===== src/rsc_pkg.sv =====
package rsc_pkg;

	// ==========================================================
	// register location on the special-function-register bus
	localparam logic [7:0] RSC_SFR_PAGE = 8'h00;
	localparam logic [7:0] RSC_SFR_ADDR = 8'hef;

	// ==========================================================
	// bit positions inside reset_cause_and_enable
	localparam int unsigned RSC_BIT_RTC   = 7;
	localparam int unsigned RSC_BIT_FLASH = 6;
	localparam int unsigned RSC_BIT_CMP   = 5;
	localparam int unsigned RSC_BIT_SW    = 4;
	localparam int unsigned RSC_BIT_WDT   = 3;
	localparam int unsigned RSC_BIT_MCD   = 2;
	localparam int unsigned RSC_BIT_VMON  = 1;
	localparam int unsigned RSC_BIT_PIN   = 0;

	// ==========================================================
	// reset values (power-on)
	localparam logic [7:0] RSC_CAUSE_POR  = 8'h02;
	localparam logic       RSC_EN_RTC_RST  = 1'b0;
	localparam logic       RSC_EN_CMP_RST  = 1'b0;
	localparam logic       RSC_EN_MCD_RST  = 1'b0;
	localparam logic       RSC_EN_VMON_RST = 1'b1;
	localparam logic [4:0] RSC_SYNC_RST    = 5'h05;

	// ==========================================================
	// timing
	localparam longint unsigned RSC_CLK_HZ          = 64'd10_000_000;
	localparam longint unsigned RSC_MCD_TIMEOUT_US  = 64'd100;
	localparam longint unsigned RSC_RTC_MIN_FREQ_HZ = 64'd20_000;
	localparam int unsigned RSC_MCD_CYCLES =
		int'((RSC_MCD_TIMEOUT_US * RSC_CLK_HZ + 64'd999_999) / 64'd1_000_000);
	// a half period longer than this means the rtc clock is under the minimum
	localparam int unsigned RSC_RTC_HALF_CYCLES =
		int'((RSC_CLK_HZ + 2 * RSC_RTC_MIN_FREQ_HZ - 64'd1) / (2 * RSC_RTC_MIN_FREQ_HZ));
	localparam int unsigned RSC_HOLD_CYCLES = 16;

	// ==========================================================
	// one bit per reset source, laid out as the register bits
	typedef struct packed {
		logic rtc;
		logic flash;
		logic cmp;
		logic sw;
		logic wdt;
		logic missing_clock_detector;
		logic vmon;
		logic pin;
	} rsc_src_t;

	// core side register access
	typedef struct packed {
		logic [7:0] page;
		logic [7:0] addr;
		logic       wr;
		logic       rd;
		logic       rmw;
		logic [7:0] wdata;
	} rsc_sfr_req_t;

	typedef enum logic [1:0] {
		RSC_RUN  = 2'b01,
		RSC_HOLD = 2'b10
	} rsc_state_t;

endpackage


===== src/rsc_reset_source_control.sv =====
`timescale 1ns/1ps
// Summary of operation
// [RQ1] rtc unit may request reset on oscillator failure or alarm match
// [RQ2] oscillator fail: rtc detector enabled and rtc clock below about 20 kHz
// [RQ3] alarm event: alarm enabled and rtc counter equals alarm compare value
// [RQ4] bit 7 written 1 enables rtc reset source, 0 disables it
// [RQ5] rtc reset requests stay effective in suspend and sleep
// [RQ6] rtc-caused reset never drives the external reset pin
// [RQ7] writing 1 to bit 4 forces reset; bit 4 then reads 1
// [RQ8] bit 7 reads 1 when rtc alarm or oscillator fail caused last reset
// [RQ9] bit 6 read-only flash error flag; writes ignored
// [RQ10] bit 5 enables comparator source; reads 1 if comparator caused reset
// [RQ11] bit 3 read-only watchdog overflow flag
// [RQ12] bit 2 enables system missing-clock detector; reads 1 if it caused reset
// [RQ13] bit 1 enables supply monitor; reads 1 after power-on or monitor reset
// [RQ14] bit 0 read-only external pin reset flag
// [RQ15] with bit 1 set, other bits are undefined to software
// [RQ16] software enables supply monitor only once stable, else reset may follow
// [RQ17] read-modify-write changes single enables without side effects
// [RQ18] register sits at address 0xef, page 0x0
// [RQ19] bit 2 cleared stops detector; clock stuck over 100 us resets device
// [RQ20] each reset sets only the flag of its own source
module rsc_reset_source_control #(
	parameter int unsigned RTC_CNT_W  = 32,
	parameter int unsigned HOLD       = rsc_pkg::RSC_HOLD_CYCLES,
	parameter int unsigned MCD_LIMIT  = rsc_pkg::RSC_MCD_CYCLES,
	parameter int unsigned RTC_LIMIT  = rsc_pkg::RSC_RTC_HALF_CYCLES
) (
	// clock and power-on reset
	input  wire logic                   clk,
	input  wire logic                   nrst,
	// special-function-register port of the core
	input  wire rsc_pkg::rsc_sfr_req_t  sfr_req,
	output logic [7:0]                  sfr_rdata,
	// same-clock reset requests and mode
	input  wire logic                   flash_err,
	input  wire logic                   wdt_ovf,
	input  wire logic                   low_power,
	input  wire logic                   cmp_wake_en,
	// asynchronous pins and analog levels
	input  wire logic                   pin_rst_n,
	input  wire logic                   vdd_low,
	input  wire logic                   cmp_out,
	input  wire logic                   rtc_clk,
	input  wire logic                   sys_clk_mon,
	// real-time-clock unit
	input  wire logic                   rtc_mcd_en,
	input  wire logic                   rtc_alarm_en,
	input  wire logic [RTC_CNT_W-1:0]   rtc_count,
	input  wire logic [RTC_CNT_W-1:0]   alarm_compare_registers,
	// system reset to the core and peripherals
	output logic                        sys_rst_n,
	output rsc_pkg::rsc_src_t           cause
);

	localparam int unsigned HC_W = $clog2(HOLD + 1);
	localparam logic [HC_W-1:0] HOLD_LAST = HC_W'(HOLD - 1);

	// ==========================================================
	// state
	rsc_pkg::rsc_state_t state_ff, nxt_state;
	logic [HC_W-1:0]     hold_ff, nxt_hold;
	rsc_pkg::rsc_src_t   cause_ff, nxt_cause;
	logic                sys_rst_n_ff, nxt_sys_rst_n;
	logic                en_rtc_ff, en_cmp_ff, en_mcd_ff, en_vmon_ff;
	logic                nxt_en_rtc, nxt_en_cmp, nxt_en_mcd, nxt_en_vmon;
	logic [7:0]          rdata_ff, nxt_rdata;

	// ==========================================================
	// synchronised pins
	// the filter costs four cycles; a pin pulse shorter than two cycles is lost
	logic [4:0] sync_q;
	logic       s_pin_n, s_vdd_low, s_cmp, s_rtc_clk, s_sysclk;

	rsc_sync3 #(
		.WIDTH   (5),
		.RST_VAL (rsc_pkg::RSC_SYNC_RST)
	) u_sync (
		.clk  (clk),
		.nrst (nrst),
		.din  ({sys_clk_mon, rtc_clk, cmp_out, vdd_low, pin_rst_n}),
		.dout (sync_q)
	);

	assign s_pin_n   = sync_q[0];
	assign s_vdd_low = sync_q[1];
	assign s_cmp     = sync_q[2];
	assign s_rtc_clk = sync_q[3];
	assign s_sysclk  = sync_q[4];

	// ==========================================================
	// clock-loss detectors
	logic mcd_fault, rtc_osc_fail, mcd_active, in_run;

	assign in_run = (state_ff == rsc_pkg::RSC_RUN);
	// [RQ19] detector gating by enable
	// suspended in low power; enable bit is untouched so it returns on wake
	// both detectors are held cleared in the hold, so each run starts a fresh count
	assign mcd_active = en_mcd_ff && !low_power && in_run;

	// [RQ19] system clock stuck timeout
	rsc_stuck_det #(
		.LIMIT (MCD_LIMIT)
	) u_sys_mcd (
		.clk   (clk),
		.nrst  (nrst),
		.en    (mcd_active),
		.level (s_sysclk),
		.stuck (mcd_fault)
	);

	// [RQ2] rtc clock too slow
	// a half period over the limit means below the minimum frequency
	rsc_stuck_det #(
		.LIMIT (RTC_LIMIT)
	) u_rtc_mcd (
		.clk   (clk),
		.nrst  (nrst),
		.en    (rtc_mcd_en && in_run),
		.level (s_rtc_clk),
		.stuck (rtc_osc_fail)
	);

	// ==========================================================
	// register access decode
	logic sfr_hit, wr_hit, rd_hit, sw_force;

	// [RQ18] page and address match
	always_comb begin
		sfr_hit = 1'b0;
		if (sfr_req.page == rsc_pkg::RSC_SFR_PAGE && sfr_req.addr == rsc_pkg::RSC_SFR_ADDR) begin
			sfr_hit = in_run;
		end
	end

	assign wr_hit = sfr_hit && sfr_req.wr;
	assign rd_hit = sfr_hit && sfr_req.rd;
	// [RQ17] no force on write-back
	// a read-modify-write would write back a set software flag; keep it quiet
	assign sw_force = wr_hit && !sfr_req.rmw && sfr_req.wdata[rsc_pkg::RSC_BIT_SW];

	// ==========================================================
	// source requests
	logic              rtc_alarm_hit;
	rsc_pkg::rsc_src_t trig, pick;

	// [RQ3] alarm compare
	// a match lasting several cycles still yields one reset per hold
	assign rtc_alarm_hit = rtc_alarm_en && (rtc_count == alarm_compare_registers);

	always_comb begin
		trig       = '0;
		trig.pin   = !s_pin_n;
		// [RQ16] monitor enable on low supply
		// setting the enable while the supply is still low trips a reset
		trig.vmon  = en_vmon_ff && s_vdd_low;
		trig.missing_clock_detector   = mcd_fault;
		// watchdog is stopped in low power
		trig.wdt   = wdt_ovf && !low_power;
		// [RQ7] software force
		trig.sw    = sw_force;
		trig.flash = flash_err;
		// [RQ10] comparator source gate
		// comparator output low trips; in low power only if also a wake source
		trig.cmp   = en_cmp_ff && !s_cmp && (!low_power || cmp_wake_en);
		// [RQ1] rtc request sources
		// [RQ5] no low power gating
		trig.rtc   = en_rtc_ff && (rtc_alarm_hit || rtc_osc_fail);
	end

	// [RQ20] single cause flag
	// fixed priority keeps exactly one flag when sources coincide
	// a losing source that is still active retriggers once the hold ends
	always_comb begin
		pick = '0;
		if (trig.pin) begin
			pick.pin = 1'b1;
		end else if (trig.vmon) begin
			pick.vmon = 1'b1;
		end else if (trig.missing_clock_detector) begin
			pick.missing_clock_detector = 1'b1;
		end else if (trig.wdt) begin
			pick.wdt = 1'b1;
		end else if (trig.sw) begin
			pick.sw = 1'b1;
		end else if (trig.flash) begin
			pick.flash = 1'b1;
		end else if (trig.cmp) begin
			pick.cmp = 1'b1;
		end else if (trig.rtc) begin
			pick.rtc = 1'b1;
		end
	end

	// ==========================================================
	// reset sequencer
	always_comb begin
		nxt_state = state_ff;
		nxt_hold  = hold_ff;
		nxt_cause = cause_ff;
		case (state_ff)
			rsc_pkg::RSC_RUN: begin
				if (|trig) begin
					nxt_state = rsc_pkg::RSC_HOLD;
					nxt_hold  = HOLD_LAST;
					nxt_cause = pick;
				end
			end
			rsc_pkg::RSC_HOLD: begin
				// pin and supply keep the core in reset for as long as they last
				// the counter runs first, so every reset lasts at least the full hold
				if (hold_ff != '0) begin
					nxt_hold = hold_ff - 1'b1;
				end else if (!trig.pin && !trig.vmon) begin
					nxt_state = rsc_pkg::RSC_RUN;
				end
			end
			default: begin
				nxt_state = rsc_pkg::RSC_HOLD;
				nxt_hold  = HOLD_LAST;
			end
		endcase
		// [RQ6] internal reset only
		// the reset pin is an input here; no source ever drives it
		nxt_sys_rst_n = (nxt_state == rsc_pkg::RSC_RUN);
	end

	always_ff @(posedge clk or negedge nrst) begin
		if (!nrst) begin
			state_ff     <= rsc_pkg::RSC_HOLD;
			hold_ff      <= HOLD_LAST;
			// [RQ13] power-on flag
			cause_ff     <= rsc_pkg::RSC_CAUSE_POR;
			sys_rst_n_ff <= 1'b0;
		end else begin
			state_ff     <= nxt_state;
			hold_ff      <= nxt_hold;
			cause_ff     <= nxt_cause;
			sys_rst_n_ff <= nxt_sys_rst_n;
		end
	end

	// ==========================================================
	// enable bits; they survive system resets, only power-on reloads them (supply monitor enable set, the others cleared)
	// writes in the hold are dropped by the decode, so a reset cannot race a write
	always_comb begin
		nxt_en_rtc  = en_rtc_ff;
		nxt_en_cmp  = en_cmp_ff;
		nxt_en_mcd  = en_mcd_ff;
		nxt_en_vmon = en_vmon_ff;
		if (wr_hit) begin
			// [RQ4] rtc enable write
			nxt_en_rtc  = sfr_req.wdata[rsc_pkg::RSC_BIT_RTC];
			// [RQ10] comparator enable write
			nxt_en_cmp  = sfr_req.wdata[rsc_pkg::RSC_BIT_CMP];
			// [RQ12] detector enable write
			nxt_en_mcd  = sfr_req.wdata[rsc_pkg::RSC_BIT_MCD];
			// [RQ13] supply monitor enable write
			nxt_en_vmon = sfr_req.wdata[rsc_pkg::RSC_BIT_VMON];
			// [RQ9] flash, watchdog and pin flags ignore writes
		end
	end

	always_ff @(posedge clk or negedge nrst) begin
		if (!nrst) begin
			en_rtc_ff  <= rsc_pkg::RSC_EN_RTC_RST;
			en_cmp_ff  <= rsc_pkg::RSC_EN_CMP_RST;
			en_mcd_ff  <= rsc_pkg::RSC_EN_MCD_RST;
			en_vmon_ff <= rsc_pkg::RSC_EN_VMON_RST;
		end else begin
			en_rtc_ff  <= nxt_en_rtc;
			en_cmp_ff  <= nxt_en_cmp;
			en_mcd_ff  <= nxt_en_mcd;
			en_vmon_ff <= nxt_en_vmon;
		end
	end

	// ==========================================================
	// read path: flags, not enables, are what software sees
	always_comb begin
		nxt_rdata = 8'h00;
		if (rd_hit) begin
			// [RQ8] [RQ11] [RQ14] cause flags
			// flags read straight from the cause register
			nxt_rdata = cause_ff;
			// [RQ15] power-on masks the rest
			// the other bits are undefined then; zero is the defined choice
			// data is registered, so it stands for exactly one cycle after the read
			if (cause_ff.vmon) begin
				nxt_rdata = rsc_pkg::RSC_CAUSE_POR;
			end
		end
	end

	always_ff @(posedge clk or negedge nrst) begin
		if (!nrst) begin
			rdata_ff <= 8'h00;
		end else begin
			rdata_ff <= nxt_rdata;
		end
	end

	assign sfr_rdata = rdata_ff;
	assign sys_rst_n = sys_rst_n_ff;
	assign cause     = cause_ff;

endmodule


===== src/rsc_sync3.sv =====
`timescale 1ns/1ps
module rsc_sync3 #(
	parameter int unsigned WIDTH = 5,
	parameter logic [WIDTH-1:0] RST_VAL = '0
) (
	// clock and reset
	input  wire logic             clk,
	input  wire logic             nrst,
	// asynchronous in, filtered out
	input  wire logic [WIDTH-1:0] din,
	output logic      [WIDTH-1:0] dout
);

	logic [WIDTH-1:0] s1_ff, s2_ff, s3_ff, out_ff;
	logic [WIDTH-1:0] nxt_out;

	// ==========================================================
	// a bit only moves when stages two and three agree
	always_comb begin
		for (int i = 0; i < WIDTH; i++) begin
			nxt_out[i] = (s2_ff[i] == s3_ff[i]) ? s3_ff[i] : out_ff[i];
		end
	end

	// first stage feeds only the second, to let metastability settle
	always_ff @(posedge clk or negedge nrst) begin
		if (!nrst) begin
			s1_ff  <= RST_VAL;
			s2_ff  <= RST_VAL;
			s3_ff  <= RST_VAL;
			out_ff <= RST_VAL;
		end else begin
			s1_ff  <= din;
			s2_ff  <= s1_ff;
			s3_ff  <= s2_ff;
			out_ff <= nxt_out;
		end
	end

	assign dout = out_ff;

endmodule


===== src/rsc_stuck_det.sv =====
`timescale 1ns/1ps
module rsc_stuck_det #(
	parameter int unsigned LIMIT = 1000,
	parameter int unsigned CNT_W = $clog2(LIMIT + 1)
) (
	// clock and reset
	input  wire logic clk,
	input  wire logic nrst,
	// monitored level
	input  wire logic en,
	input  wire logic level,
	// level has not changed for LIMIT cycles
	output logic      stuck
);

	localparam logic [CNT_W-1:0] LIM = CNT_W'(LIMIT);

	logic [CNT_W-1:0] cnt_ff, nxt_cnt;
	logic             last_ff, stuck_ff, nxt_stuck;

	// ==========================================================
	// count cycles since the last edge; disabled means no count at all
	always_comb begin
		nxt_cnt = cnt_ff;
		if (!en || level != last_ff) begin
			nxt_cnt = '0;
		end else if (cnt_ff != LIM) begin
			nxt_cnt = cnt_ff + 1'b1;
		end
		nxt_stuck = en && (nxt_cnt == LIM);
	end

	always_ff @(posedge clk or negedge nrst) begin
		if (!nrst) begin
			cnt_ff   <= '0;
			last_ff  <= 1'b0;
			stuck_ff <= 1'b0;
		end else begin
			cnt_ff   <= nxt_cnt;
			last_ff  <= level;
			stuck_ff <= nxt_stuck;
		end
	end

	assign stuck = stuck_ff;

endmodule


===== config.mk =====
export PLATFORM = sky130hd
export DESIGN_NAME = rsc_reset_source_control
export DESIGN_NICKNAME = d
export VERILOG_FILES = /design/src/rsc_pkg.sv /design/src/rsc_reset_source_control.sv /design/src/rsc_sync3.sv /design/src/rsc_stuck_det.sv
export SDC_FILE = /design/constraint.sdc
export NUM_CORES = 1
export LEC_CHECK = 0
export BUFFER_PORTS_ARGS = -buffer_cell sky130_fd_sc_hd__buf_2
export CORE_ASPECT_RATIO = 0.6
export CORE_MARGIN = 2
export CORE_UTILIZATION = 45
export DETAILED_ROUTE_END_ITERATION = 7
export GPL_TIMING_DRIVEN = 1
export HOLD_SLACK_MARGIN = 0.15
export PLACE_DENSITY = 0.76
export SLEW_MARGIN = 5
export SYNTH_ARGS = -nofsm -noshare
export SYNTH_HDL_FRONTEND = slang
export SYNTH_SLANG_ARGS = --single-unit

===== constraint.sdc =====
create_clock -name clk -period 4.5 [get_ports clk]
set_clock_uncertainty 0.2 [all_clocks]
set_input_delay 0.225 -clock clk [delete_from_list [all_inputs] [get_ports clk]]
set_output_delay 0.225 -clock clk [all_outputs]
set_load 0.005 [all_outputs]

-- Yosys cells after proc, flatten, opt, wreduce, memory -nomap -nowiden
Cells that the tools add are included.
W data, S select, Z words.
- equal/unequal tests: 18
- add/subtract/negate cells: 3
- multiplexer cells: 30
- reduce and logical (&&, ||, !) cells: 33
- operators by type and width (operator ; count):
    $eq A32 B32 Y1 ; 1
    $mux W8 ; 4
    $mux W10 ; 2
    $logic_and A1 B1 Y1 ; 17
    $eq A8 B8 Y1 const B ; 2
    $mux W5 ; 3
    $mux W1 ; 12
    $add A10 B1 Y10 const B ; 1
    $eq A10 B10 Y1 const B ; 1
    $ne A10 B10 Y1 const B ; 1
    $pmux W5 S2 ; 1
    $add A8 B1 Y8 const B ; 1
    $logic_not A8 Y1 ; 1
    $ne A8 B8 Y1 const B ; 1
    $reduce_or A8 Y1 ; 1
    $logic_not A1 Y1 ; 7
    $mux W7 ; 1
    $mux W2 ; 3
    $mux W6 ; 1
    $eq A1 B1 Y1 ; 5
    $reduce_bool A5 Y1 ; 1
    $sub A5 B1 Y5 const B ; 1
    $eq A2 B1 Y1 const B ; 2
    $logic_or A1 B1 Y1 ; 4
    other kinds (8) ; 10
- input bits: 104
- word-level logic and storage cells: 114
- bits in registers: 70
- output and inout port bits: 17

-- Longest topological paths before layout
Gate-level depths: netlist (run 1).
- depth in word-level cells: 12
- gate-level depth with buffers: 10
- mapped depth without buffers: 8

-- Cells and area by module
From an unflattened synthesis (run 1), not the netlist that was laid out.
- cell total of the unflattened synthesis: 336
- area total of the unflattened synthesis: 3624.7 um^2
- by module, submodules not included (module ; cells an instance ; times used ; area each (um^2)):
    rsc_reset_source_control ; 173 ; 1 ; 1734.2
    rsc_stuck_det (u_sys_mcd) ; 80 ; 1 ; 765.7
    rsc_sync3 ; 25 ; 1 ; 566.8
    rsc_stuck_det (u_rtc_mcd) ; 58 ; 1 ; 558.0

-- Least setup slack after synthesis (run 1)
Ideal clock, no wire load.
- path kind: reg-to-reg
- start: reg state_ff[1]
- end: reg cause_ff (netlist bit cause[2])
- buffers on the path: 1
- setup slack: 2091 ps
- data required time: 4175 ps
- period minus slack after synthesis: 2409 ps
- stages on the path, launching flop included: 10
- library setup time: 125 ps
- arrival time: 2084 ps
- cell sequence: dfstp_2 inv_1 ha_1 buf_2 nor4b_1 and4b_1 nand4_1 nand3_2 o21ai_4 mux2_2
- longest elaborated chain between the ends: 7
- RTL lines (element ; RTL line ; RTL):
    start: declaration ; rsc_reset_source_control.sv:61 ; rsc_pkg::rsc_state_t state_ff, nxt_state;
    start signal: assignment ; rsc_reset_source_control.sv:230 ; state_ff <= rsc_pkg::RSC_HOLD;
    start signal: assignment ; rsc_reset_source_control.sv:236 ; state_ff <= nxt_state;
    $eq A2 B1 Y1 (*) ; rsc_reset_source_control.sv:95, rsc_reset_source_control.sv:201 ;
    $mux W1 ; rsc_reset_source_control.sv:131 ; if (sfr_req.page == rsc_pkg::RSC_SFR_PAGE && sfr_req.addr == rsc_pkg::RSC_SFR_ADDR) begin
    $logic_and A1 B1 Y1 ; rsc_reset_source_control.sv:136 ; assign wr_hit = sfr_hit && sfr_req.wr;
    $logic_and A1 B1 Y1 (2 in a row) ; rsc_reset_source_control.sv:140 ; assign sw_force = wr_hit && !sfr_req.rmw && sfr_req.wdata[rsc_pkg::RSC_BIT_SW];
    $reduce_or A8 Y1 ; rsc_reset_source_control.sv:203 ; if (|trig) begin
    $reduce_and A2 Y1 (no line) (*) ; n/a ;
    end signal: assignment ; rsc_reset_source_control.sv:233 ; cause_ff <= rsc_pkg::RSC_CAUSE_POR;
    end signal: assignment ; rsc_reset_source_control.sv:238 ; cause_ff <= nxt_cause;
    end: declaration ; rsc_reset_source_control.sv:63 ; rsc_pkg::rsc_src_t cause_ff, nxt_cause;
Mark *: on every way between the ends. The rest lies on a longest branch, timed or not.
A chain may end at the register's enable or synchronous reset.

-- Final worst setup path (run 1)
- start: reg state_ff[0]
- end: reg cause_ff (netlist bit cause[4])
- longest elaborated chain between the ends: 10
- RTL lines (element ; RTL line ; RTL):
    $eq A2 B1 Y1 (*) ; rsc_reset_source_control.sv:95, rsc_reset_source_control.sv:201 ;
    $mux W1 ; rsc_reset_source_control.sv:131 ;
    $logic_and A1 B1 Y1 ; rsc_reset_source_control.sv:136 ;
    $logic_and A1 B1 Y1 (2 in a row) ; rsc_reset_source_control.sv:140 ;
    $mux W1 ; rsc_reset_source_control.sv:184 ; end else if (trig.sw) begin
    $mux W4 ; rsc_reset_source_control.sv:182 ; end else if (trig.wdt) begin
    $mux W5 ; rsc_reset_source_control.sv:180 ; end else if (trig.missing_clock_detector) begin
    $mux W6 ; rsc_reset_source_control.sv:178 ; end else if (trig.vmon) begin
    $mux W7 ; rsc_reset_source_control.sv:176 ; if (trig.pin) begin
Marked as above.

==> results of run 1 <==
-- state kept, by name (all words and copies together), names as in the netlist, 2 cells and up --
| register | count |
|---|---|
| sfr_rdata | 8 |
| u_sync.s1_ff | 5 |
| u_sync.s3_ff | 5 |
| u_rtc_mcd.cnt_ff | 8 |
| hold_ff | 5 |
| u_sync.s2_ff | 5 |
| state_ff | 2 |
| u_sync.dout | 5 |
| u_sys_mcd.cnt_ff | 10 |
| cause | 8 |
-- metrics by stage --
step / instances / setup WS (ns)
after floorplan: 329 / 2.09
after global placement: 547 / 1.70
after detailed placement: 547 / 1.60
after CTS: 581 / 1.60
after global routing: 581 / 1.45
final: 581 / 1.58
-- logic make-up after synthesis --
group / count (synthesis)
AOI/OAI and AO/OA: 34
buffers and inverters: 16
and+or+nand+nor: 141
xor gates and xnor gates: 46
muxes: 10
DFF: 70
adders and majority gates: 12
-- routing by layer --
metal / up-vias / wire (um) / track usage, %
met5: - / 0 / 0
met4: 0 / 59 / 8.03
met3: 6 / 412 / 5.97
met2: 70 / 4010 / 34.2
met1: 1389 / 4230 / 30.3
li1: 1441 / - / -
-- how the worst min path moves through the flow --
stage                    startpoint               to  slack, ns  cells after the start
detailed placement             nrst       hold_ff[4]       0.08                      1
CTS                 u_sync.s1_ff[2]  u_sync.s2_ff[2]       0.15                      0
finish              u_sync.s1_ff[4]  u_sync.s2_ff[4]       0.15                      0
global route        u_sync.s1_ff[2]  u_sync.s2_ff[2]       0.16                      0
floorplan                      nrst         cause[0]      -0.27                      0
global placement               nrst       hold_ff[4]       0.08                      1
-- power by group through the flow --
stage / sequential [mW] / clock [mW] / combinational (mW)
4_1_cts: 0.715 / 0.681 / 0.244
3_3_place_gp: 0.723 / 0 / 0.220
3_5_place_dp: 0.724 / 0 / 0.231
6_report: 0.715 / 0.668 / 0.244
2_1_floorplan: 0.716 / 0 / 0.140
5_1_grt: 0.720 / 0.713 / 0.275
-- cell type report --
| class | instances | area [sq um] |
|---|---|---|
| fillers | 598 | 2730 |
| multi-input cells | 243 | 1680 |
| clock inverters | 3 | 17.5 |
| clock buffers | 13 | 270 |
| flip-flops and latches | 70 | 1770 |
| inverters | 12 | 45.0 |
| well taps | 104 | 130 |
| repair buffers | 136 | 773 |
-- synthesized netlist by cell type (4+ instances only) --
master	n	area share [%]
and2_1	9	1.6
nand3_1	13	1.9
nor3_1	10	1.4
and3_1	5	0.89
nor4b_1	5	1.2
xnor2_1	34	8.5
nand2_1	15	1.6
ha_1	7	2.5
xor2_1	12	3.0
nor3b_1	4	0.85
nand2b_1	5	0.89
or3_1	6	1.1
o21ai_0	7	1.0
inv_1	12	1.3
a21oi_1	11	1.6
nand4_1	12	2.1
dfstp_2	15	11
nor2b_1	6	1.1
maj3_1	5	1.4
dfrtp_1	55	39
mux2_2	7	2.2
nor2_1	31	3.3
-- timing repair --
action | in CTS | in global routing
setup buffers | 0 | 0
hold buffers | 18 | 0
endpoints found under the hold margin | 45 | 0
==> run summary, run 1 <==
Outcome: finished clean
IO Count: 121
Htree depth: 3
Worst EP required: 4.55 ns
CTS tree: built
Mux cell area share after synthesis: 3.10%
Synth Area in Adders: 3.92%
Part of the power in the clock network: 41.1%
N_diodes: 0
Port Buf Inserts: 117
Max incr delay on CP: 0.64 ns
Final Power: 1.63 mW
Synth Area per Inst: 10.7 sq um
Fmax: 342 MHz
Number of synthesized flops with an enable pin: 0
Layout cells sized above 1: 34.6%
Peak VDD IR: 0.252 mV
Drt drc: 0
Worst Hold Class: reg -> reg
All-Layer GR Usage: 22.1%
Synth cell types: 52
Worst flop-to-flop path endpoint: cause[4]
Antenna-violating nets left: 0
Vias in the first global route: 3021
FF-to-FF Start: state_ff[0]
Crit-path max FO: 19
1st-pass router iterations: 5
Post-synth ARST share: 100%
Syn_nets: 440
Via density: 5.00
Die Height: 72.5 um
Synth Area in Compound Gates: 6.51%
Max-slew headroom: 54.0%
Global-route wire length before repair: 14.7 mm
DP Area: 4220 sq um
FF-to-FF path depth: 6
Routability cong.: 0.837
Final global-route overflow total: 0
Last element of the critical path: cause[4]
Worst Hold Slack: 0.151 ns
Crit. End Element: flip-flop
Mapped Area: 3510 sq um
CTS Root Cell: clkbuf_16
Finished Cell Area: 4690 sq um
Area Growth Syn to Fin: 33.4%
Synth Area in Simple Gates: 22.9%
Crit path time final: 2.92 ns
Buf+Inv Stages, Crit Path: 1
XOR/XNOR Fraction of Synth Area: 11.5%
Die W: 118 um
Synth Instances: 329
Most frequent cells in the layout: buf_2 (117), dfrtp_1 (55), xnor2_1 (34)
Rows: 24
DP Wirelength: 6.40 mm
Origin of the worst setup path: state_ff[0]
DR iter-0 viols: 231
Core area: 7420 sq um
LEAKAGE: 2.13 nW
Slowest stage cell, crit path: dlygate4sd3_1
YS warnings: 0
CTS resizes: 0
Reg power frac: 43.9%
Critical path class: reg -> reg
Register bit total from synthesis: 70
Routed len/inst: 15.0 um
Cts bufs inserted: 9
Critical Path AT: 2.98 ns
Vias: 2906
CP startpoint kind: flip-flop
DIE AREA: 8560 sq um
Gate power share: 15.0%
Worst skew pair latency: 0.33 ns
Final net count: 583
Final setup viols: 0
CP Cell Sequence: ha_1 -> nor4b_1 -> and4b_1 -> nand4_1 -> dlygate4sd3_1 -> o2bb2ai_1
Starting density of the core: 47.4%
Post-synth top flop: dfrtp_1
WP depth: 6
Switching power share of the total: 24.7%
Power density cells: 347 nW/um^2
Setup TNS: 0 ns
Pin count of the biggest net entering global routing: 44
Final Cycle Share: 65.0%
Main combinational cell family by area after synthesis: simple AND/OR/NAND/NOR gates
CTS clock-pin slew for the worst setup and hold paths: 0.06 ns
Final Hold Fails: 0
WL final: 8.72 mm
Post-synthesis sequential area ratio: 50.4%
Max-cap violations: 0
Internal power: 1.23 mW
Num Clock Sinks: 70
Top delay family on crit path: simple AND/OR/NAND/NOR gates
Worst-Margin Slew: 0.690 ns
Post-layout util: 63.2%
Max Buffers Root-to-Sink: 2
Slew Limit Fails: 0
Sw power: 0.402 mW
Unrepaired setup endpoints after global routing: no
Most common cell after layout, fill and taps aside: buf_2
Reg-to-reg slack, setup: 1.58 ns
Antenna violations before repair: 0
(Power assumes the default switching activity.)
==> inputs of run 2 (changes only) <==
==> constraint.sdc (replaced) <==
create_clock -name clk -period 3 [get_ports clk]
set_clock_uncertainty 0.2 [all_clocks]
set_input_delay 0.15 -clock clk [delete_from_list [all_inputs] [get_ports clk]]
set_output_delay 0.15 -clock clk [all_outputs]
set_load 0.005 [all_outputs]
==> run 2 against run 1 <==
Effect of this change:
- count of clock-buffer cells in the layout decreased by 2
- clock power rose by 62%
- combinational power rose by 56%
- design area is 1.7% higher
- core utilization rose by 1.1 points
- first-iteration DRC count shrank 9.5%
- non-clock buffer count rose by 6
- register-to-register slack worse by 1.1 ns
- flip-flop and latch count unchanged
- total power increased by 55%
- sequential share of layout area decreased by 0.63 points
- setup slack got worse by 1.1 ns
- critical endpoint is now cause[2]
==> run summary, run 2 (synthesis results as in run 1) <==
Die W: 118 um (unchanged)
Max-cap violations: 0 (unchanged)
Largest register by flop count: u_sys_mcd.cnt_ff
Routed len/inst: 14.7 um (-1.8%)
Fill count: 578 (-3.3%)
Max reg flops: 10 (unchanged)
Part of the power in the clock network: 42.5% (+1.4 points)
Starting density of the core: 47.4% (unchanged)
FF-to-FF Start: u_sync.dout[0]
Area Growth Syn to Fin: 35.7%
Critical Path AT: 2.56 ns (-0.42 ns)
Worst Hold Class: reg -> reg
Gate power share: 15.0% (about the same)
CTS tree: built
1st-pass router iterations: 4 (-1)
Most frequent cells in the layout: buf_2 (117), dfrtp_1 (55), xnor2_1 (34)
Switching power share of the total: 24.5% (-0.18 points)
Routability cong.: 0.855 (+2.1%)
Sw power: 0.619 mW (+54%)
Final Power: 2.53 mW (+55%)
IO Count: 121 (unchanged)
Rows: 24 (unchanged)
Max Buffers Root-to-Sink: 2 (unchanged)
Crit-path max FO: 8 (-11)
DR iter-0 viols: 209 (-9.5%)
Final Hold Fails: 0 (unchanged)
Port Buf Inserts: 117 (unchanged)
Via density: 5.11 (+2.2%)
Outcome: finished clean
Core area: 7420 sq um (unchanged)
Crit path time final: 2.55 ns (-0.374 ns)
LEAKAGE: 2.17 nW (+2.0%)
Unrepaired setup endpoints after global routing: no
Drt drc: 0 (unchanged)
Crit. End Element: flip-flop
Worst EP required: 3.01 ns (-1.54 ns)
Max-slew headroom: 43.9% (-10 points)
N_diodes: 0 (unchanged)
Critical path class: reg -> reg
Pin count of the biggest net entering global routing: 71 (+61%)
Global-route wire length before repair: 14.6 mm (-0.66%)
Setup TNS: 0 ns (unchanged)
Antenna violations before repair: 0 (unchanged)
DIE AREA: 8560 sq um (unchanged)
Antenna-violating nets left: 0 (unchanged)
Slew Limit Fails: 0 (unchanged)
DP Wirelength: 6.29 mm (-1.7%)
Multi-input logic area: 1680 sq um (unchanged)
CTS clock-pin slew for the worst setup and hold paths: 0.06 ns (about the same)
WL final: 8.65 mm (-0.80%)
Internal power: 1.91 mW (+56%)
Area occupied by registers: 1770 sq um (unchanged)
Final Cycle Share: 85.0% (+20 points)
All-Layer GR Usage: 22.0% (-0.049 points)
Final setup viols: 0 (unchanged)
Num Clock Sinks: 70 (unchanged)
Final global-route overflow total: 0 (unchanged)
Worst skew pair latency: 0.33 ns (about the same)
Reg power frac: 42.4% (-1.5 points)
Hold path startpoint: u_sync.s1_ff[0]
Worst-Margin Slew: 0.841 ns (+0.151 ns)
Most common cell after layout, fill and taps aside: buf_2
Peak VDD IR: 0.375 mV (+49%)
Layout cells sized above 1: 34.6% (about the same)
CTS Root Cell: clkbuf_16
Fmax: 392 MHz (+15%)
Origin of the worst setup path: u_sync.dout[0]
Die Height: 72.5 um (unchanged)
CP startpoint kind: flip-flop
Htree depth: 3 (unchanged)
Power density cells: 530 nW/um^2 (+53%)
Vias: 3001 (+3.3%)
Final net count: 589 (+1.0%)
Vias in the first global route: 2978 (-1.4%)
Cts bufs inserted: 9 (unchanged)
## run 2: cell types whose count changed in the layout (fill, tap and decap cells not counted), sizes merged
cell	before	now
buf	118	119
bufinv	0	1
clkbuf	13	11
clkinv	2	4
clkinvlp	1	0
dlygate4sd3	18	23
## run 2: path summary, 6_finish.rpt
path                                       end  slack [ns]  cells after the start
max                                   cause[2]        0.45                      6
min                            u_sync.s2_ff[0]        0.15                      0
max reg2reg                           cause[2]        0.45                      6
min reg2reg                    u_sync.s2_ff[0]        0.15                      0
max in group asynchronous  u_rtc_mcd.cnt_ff[5]        1.71                      3
min in group asynchronous         sfr_rdata[7]        0.35                      3
## run 2: worst max-delay path, cell delays in order, from the launching register on
cell and delay [ns]:
dfstp_2 0.55, a21bo_2 0.25, or3_4 0.40, nor3_4 0.22, nand3_2 0.16, o21ai_4 0.28
mux2_2 0.37
## run 2: power groups by stage
| stage | Sequential, mW | Combinational (mW) | Clock, mW |
|---|---|---|---|
| after floorplan | 1.07 | 0.209 | 0 |
| after global placement | 1.08 | 0.335 | 0 |
| after detailed placement | 1.09 | 0.356 | 0 |
| after CTS | 1.07 | 0.378 | 1.10 |
| after global routing | 1.08 | 0.428 | 1.15 |
| final | 1.07 | 0.380 | 1.08 |
## run 2: final cells by class
class	count	share of cell area [%]
Sequential cell	70	37.1
Multi-Input combinational cell	243	35.3
Clock inverter	5	1.21
Timing Repair Buffer	142	17.4
Clock buffer	11	5.30
Inverter	12	0.944
Tap cell	104	2.73
## run 2: through the flow
step | setup WS [ns] | cells | cell area (sq um) | util, % | hold WS (ns)
2_1_floorplan | 0.591 | 329 | 3510 | - | -0.346
3_3_place_gp | 0.516 | 548 | 4230 | 57.0 | 0.0554
3_5_place_dp | 0.467 | 548 | 4230 | 57.0 | 0.0561
4_1_cts | 0.452 | 587 | 4770 | 64.3 | 0.155
5_1_grt | 0.321 | 587 | 4770 | 64.3 | 0.163
6_report | 0.450 | 587 | 4770 | 64.3 | 0.154
## run 2: repair_timing
item	CTS	global route
hold endpoints to repair	80	0
buffers inserted	0	0
hold buffers	23	0
resized for setup	0	0
setup endpoints to repair	0	0
## run 2: per-layer routing
metal | part of all wire (%) | up-vias | GRT usage, %
met1 | 48 | 1457 | 30.4
met3 | 4.3 | 11 | 5.82
met4 | 0.99 | 0 | 7.90
li1 | - | 1452 | -
met5 | 0 | - | 0
met2 | 47 | 81 | 34.0
==> inputs of run 3 (changes only) <==
--- a/config.mk
+++ b/config.mk
@@ -13,6 +13,7 @@
 export GPL_TIMING_DRIVEN = 1
 export HOLD_SLACK_MARGIN = 0.15
 export PLACE_DENSITY = 0.76
+export RECOVER_POWER = 50
 export SLEW_MARGIN = 5
 export SYNTH_ARGS = -nofsm -noshare
 export SYNTH_HDL_FRONTEND = slang
==> run 3 against run 2 <==
Effect of this change:
- the run now ends with max-capacitance violations, max-slew violations left
- worst hold slack improved by 0.0032 ns
- core utilization decreased by 0.17 points
- cell count unchanged
- sequential power about the same
- register-to-register slack got worse by 0.03 ns
- flip-flop and latch count unchanged
- combinational power about the same
- count of clock-buffer cells in the layout unchanged
- global-route usage unchanged
==> run summary, run 3 (synthesis results as in run 1) <==
Outcome: finished, violations left
Violated checks: max-capacitance violations, max-slew violations
1st-pass router iterations: 5 (+1)
Final Cycle Share: 85.9% (+0.95 points)
Port Buf Inserts: 117 (unchanged)
Top delay family on crit path: simple AND/OR/NAND/NOR gates
CP startpoint kind: flip-flop
DIE AREA: 8560 sq um (unchanged)
Routability cong.: 0.855 (unchanged)
Final global-route overflow total: 0 (unchanged)
Drt drc: 0 (unchanged)
Htree depth: 3 (unchanged)
DR iter-0 viols: 188 (-10%)
Power density cells: 531 nW/um^2 (+0.29%)
Pin count of the biggest net entering global routing: 71 (unchanged)
Routed len/inst: 14.8 um (+0.37%)
Starting density of the core: 47.4% (unchanged)
DP Wirelength: 6.29 mm (unchanged)
Worst Hold Class: reg -> reg
Placed cell count: 548 (unchanged)
Global-route wire length before repair: 14.6 mm (unchanged)
CTS resizes: 0 (unchanged)
Slowest stage cell, crit path: dfstp_1
Final Hold Fails: 0 (unchanged)
Die Height: 72.5 um (unchanged)
Antenna violations before repair: 0 (unchanged)
Unrepaired setup endpoints after global routing: no
Peak VDD IR: 0.374 mV (about the same)
Final Power: 2.53 mW (about the same)
Rows: 24 (unchanged)
Gate power share: 15.0% (about the same)
Crit path time final: 2.58 ns (+0.0284 ns)
Num Clock Sinks: 70 (unchanged)
WL final: 8.68 mm (+0.37%)
Worst-Margin Slew: 1.66 ns (+0.817 ns)
Vias: 3012 (+0.37%)
Core area: 7420 sq um (unchanged)
LEAKAGE: 2.13 nW (-1.6%)
Layout cells sized above 1: 31.9% (-2.7 points)
Crit. End Element: flip-flop
Slew Limit Fails: 71 (+71)
CTS clock-pin slew for the worst setup and hold paths: 0.06 ns (about the same)
Via density: 5.13 (+0.37%)
Final setup viols: 0 (unchanged)
Critical path class: reg -> reg
Most frequent cells in the layout: buf_2 (109), dfrtp_1 (55), xnor2_1 (34)
Sw power: 0.623 mW (+0.52%)
Crit-path max FO: 8 (unchanged)
CTS tree: built
Switching power share of the total: 24.6% (+0.12 points)
Fmax: 388 MHz (-1.1%)
Largest register by flop count: u_sys_mcd.cnt_ff
Post-Layout Cell Count: 587 (unchanged)
CP Cell Sequence: a21bo_2 -> or3_4 -> nor3_4 -> nand3_2 -> o21ai_4 -> mux2_2
Max-cap violations: 1 (+1)
Max incr delay on CP: 0.57 ns (+0.02 ns)
Internal power: 1.91 mW (-0.14%)
Antenna-violating nets left: 0 (unchanged)
Buf+Inv Stages, Crit Path: 0 (unchanged)
Die W: 118 um (unchanged)
Max-slew headroom: -10.6% (-54 points)
N_diodes: 0 (unchanged)
Max reg flops: 10 (unchanged)
CTS Root Cell: clkbuf_16
Cts bufs inserted: 9 (unchanged)
Max Buffers Root-to-Sink: 2 (unchanged)
Worst EP required: 3.01 ns (about the same)
IO Count: 121 (unchanged)
All-Layer GR Usage: 22.0% (unchanged)
Final net count: 589 (unchanged)
Worst skew pair latency: 0.33 ns (about the same)
Critical Path AT: 2.59 ns (+0.03 ns)
Most common cell after layout, fill and taps aside: buf_2
Area Growth Syn to Fin: 35.4%
Fill count: 584 (+1.0%)
Part of the power in the clock network: 42.6% (about the same)
Vias in the first global route: 2978 (unchanged)
Setup TNS: 0 ns (unchanged)
Reg power frac: 42.4% (about the same)
[run 3: cell count changes in the layout (fill, tap and decap cells not counted)]
| cell | previous run | this run |
|---|---|---|
| buf_2 | 117 | 109 |
| dfstp_1 | 0 | 5 |
| dfstp_2 | 15 | 10 |
| clkbuf_1 | 0 | 8 |
| buf_4 | 2 | 1 |
| clkbuf_2 | 0 | 1 |
[run 3: worst paths after layout]
check | startpoint | to | slack (ns) | cells past startpoint
setup / recovery | u_sync.dout[0] | cause[2] | 0.42 | 6
hold / removal | u_sync.s1_ff[1] | u_sync.s2_ff[1] | 0.16 | 0
setup reg to reg | u_sync.dout[0] | cause[2] | 0.42 | 6
hold reg to reg | u_sync.s1_ff[1] | u_sync.s2_ff[1] | 0.16 | 0
max in group asynchronous | nrst | u_sys_mcd.cnt_ff[4] | 0.93 | 3
min in group asynchronous | nrst | state_ff[0] | 0.66 | 3
[run 3: cell type report]
cell class | count | area, sq um | area share (%)
Multi-Input combinational cell | 243 | 1680 | 35.4
Timing Repair Buffer | 142 | 818 | 17.2
Clock inverter | 5 | 57.6 | 1.21
Tap cell | 104 | 130 | 2.74
Inverter | 12 | 45.0 | 0.947
Sequential cell | 70 | 1770 | 37.2
Clock buffer | 11 | 253 | 5.31
[run 3: metrics by stage]
step / hold slack (ns) / utilization, % / setup WS [ns] / cell area (sq um)
after floorplan: -0.346 / - / 0.591 / 3510
after CTS: 0.155 / 64.3 / 0.452 / 4770
after global routing: 0.168 / 64.1 / 0.321 / 4760
final: 0.157 / 64.1 / 0.422 / 4760
after detailed placement: 0.0561 / 57.0 / 0.467 / 4230
after global placement: 0.0554 / 57.0 / 0.516 / 4230
[run 3: per-layer routing]
layer	vias up	track usage (%)	wire, um
met5	-	0	0
met4	0	7.90	146
met3	20	5.82	479
met2	97	34.0	3970
met1	1443	30.4	4090
li1	1452	-	-
[run 3: timing repair]
item / 4_1_cts / 5_1_grt
endpoints found under the hold margin: 80 / 0
hold buffers: 23 / 0
setup buffers: 0 / 0
[run 3: power groups by stage]
| stage | combinational (mW) | sequential (mW) | clock (mW) |
|---|---|---|---|
| after floorplan | 0.209 | 1.07 | 0 |
| after global placement | 0.335 | 1.08 | 0 |
| after detailed placement | 0.356 | 1.09 | 0 |
| after CTS | 0.378 | 1.07 | 1.10 |
| after global routing | 0.427 | 1.08 | 1.15 |
| final | 0.379 | 1.07 | 1.08 |
[run 3: worst register-to-register path, delay by kind of cell (launching register included)]
family | cells | cell delay, ns
compound gates | 2 | 0.55
mux | 1 | 0.37
simple gates | 3 | 0.78
flops | 1 | 0.57
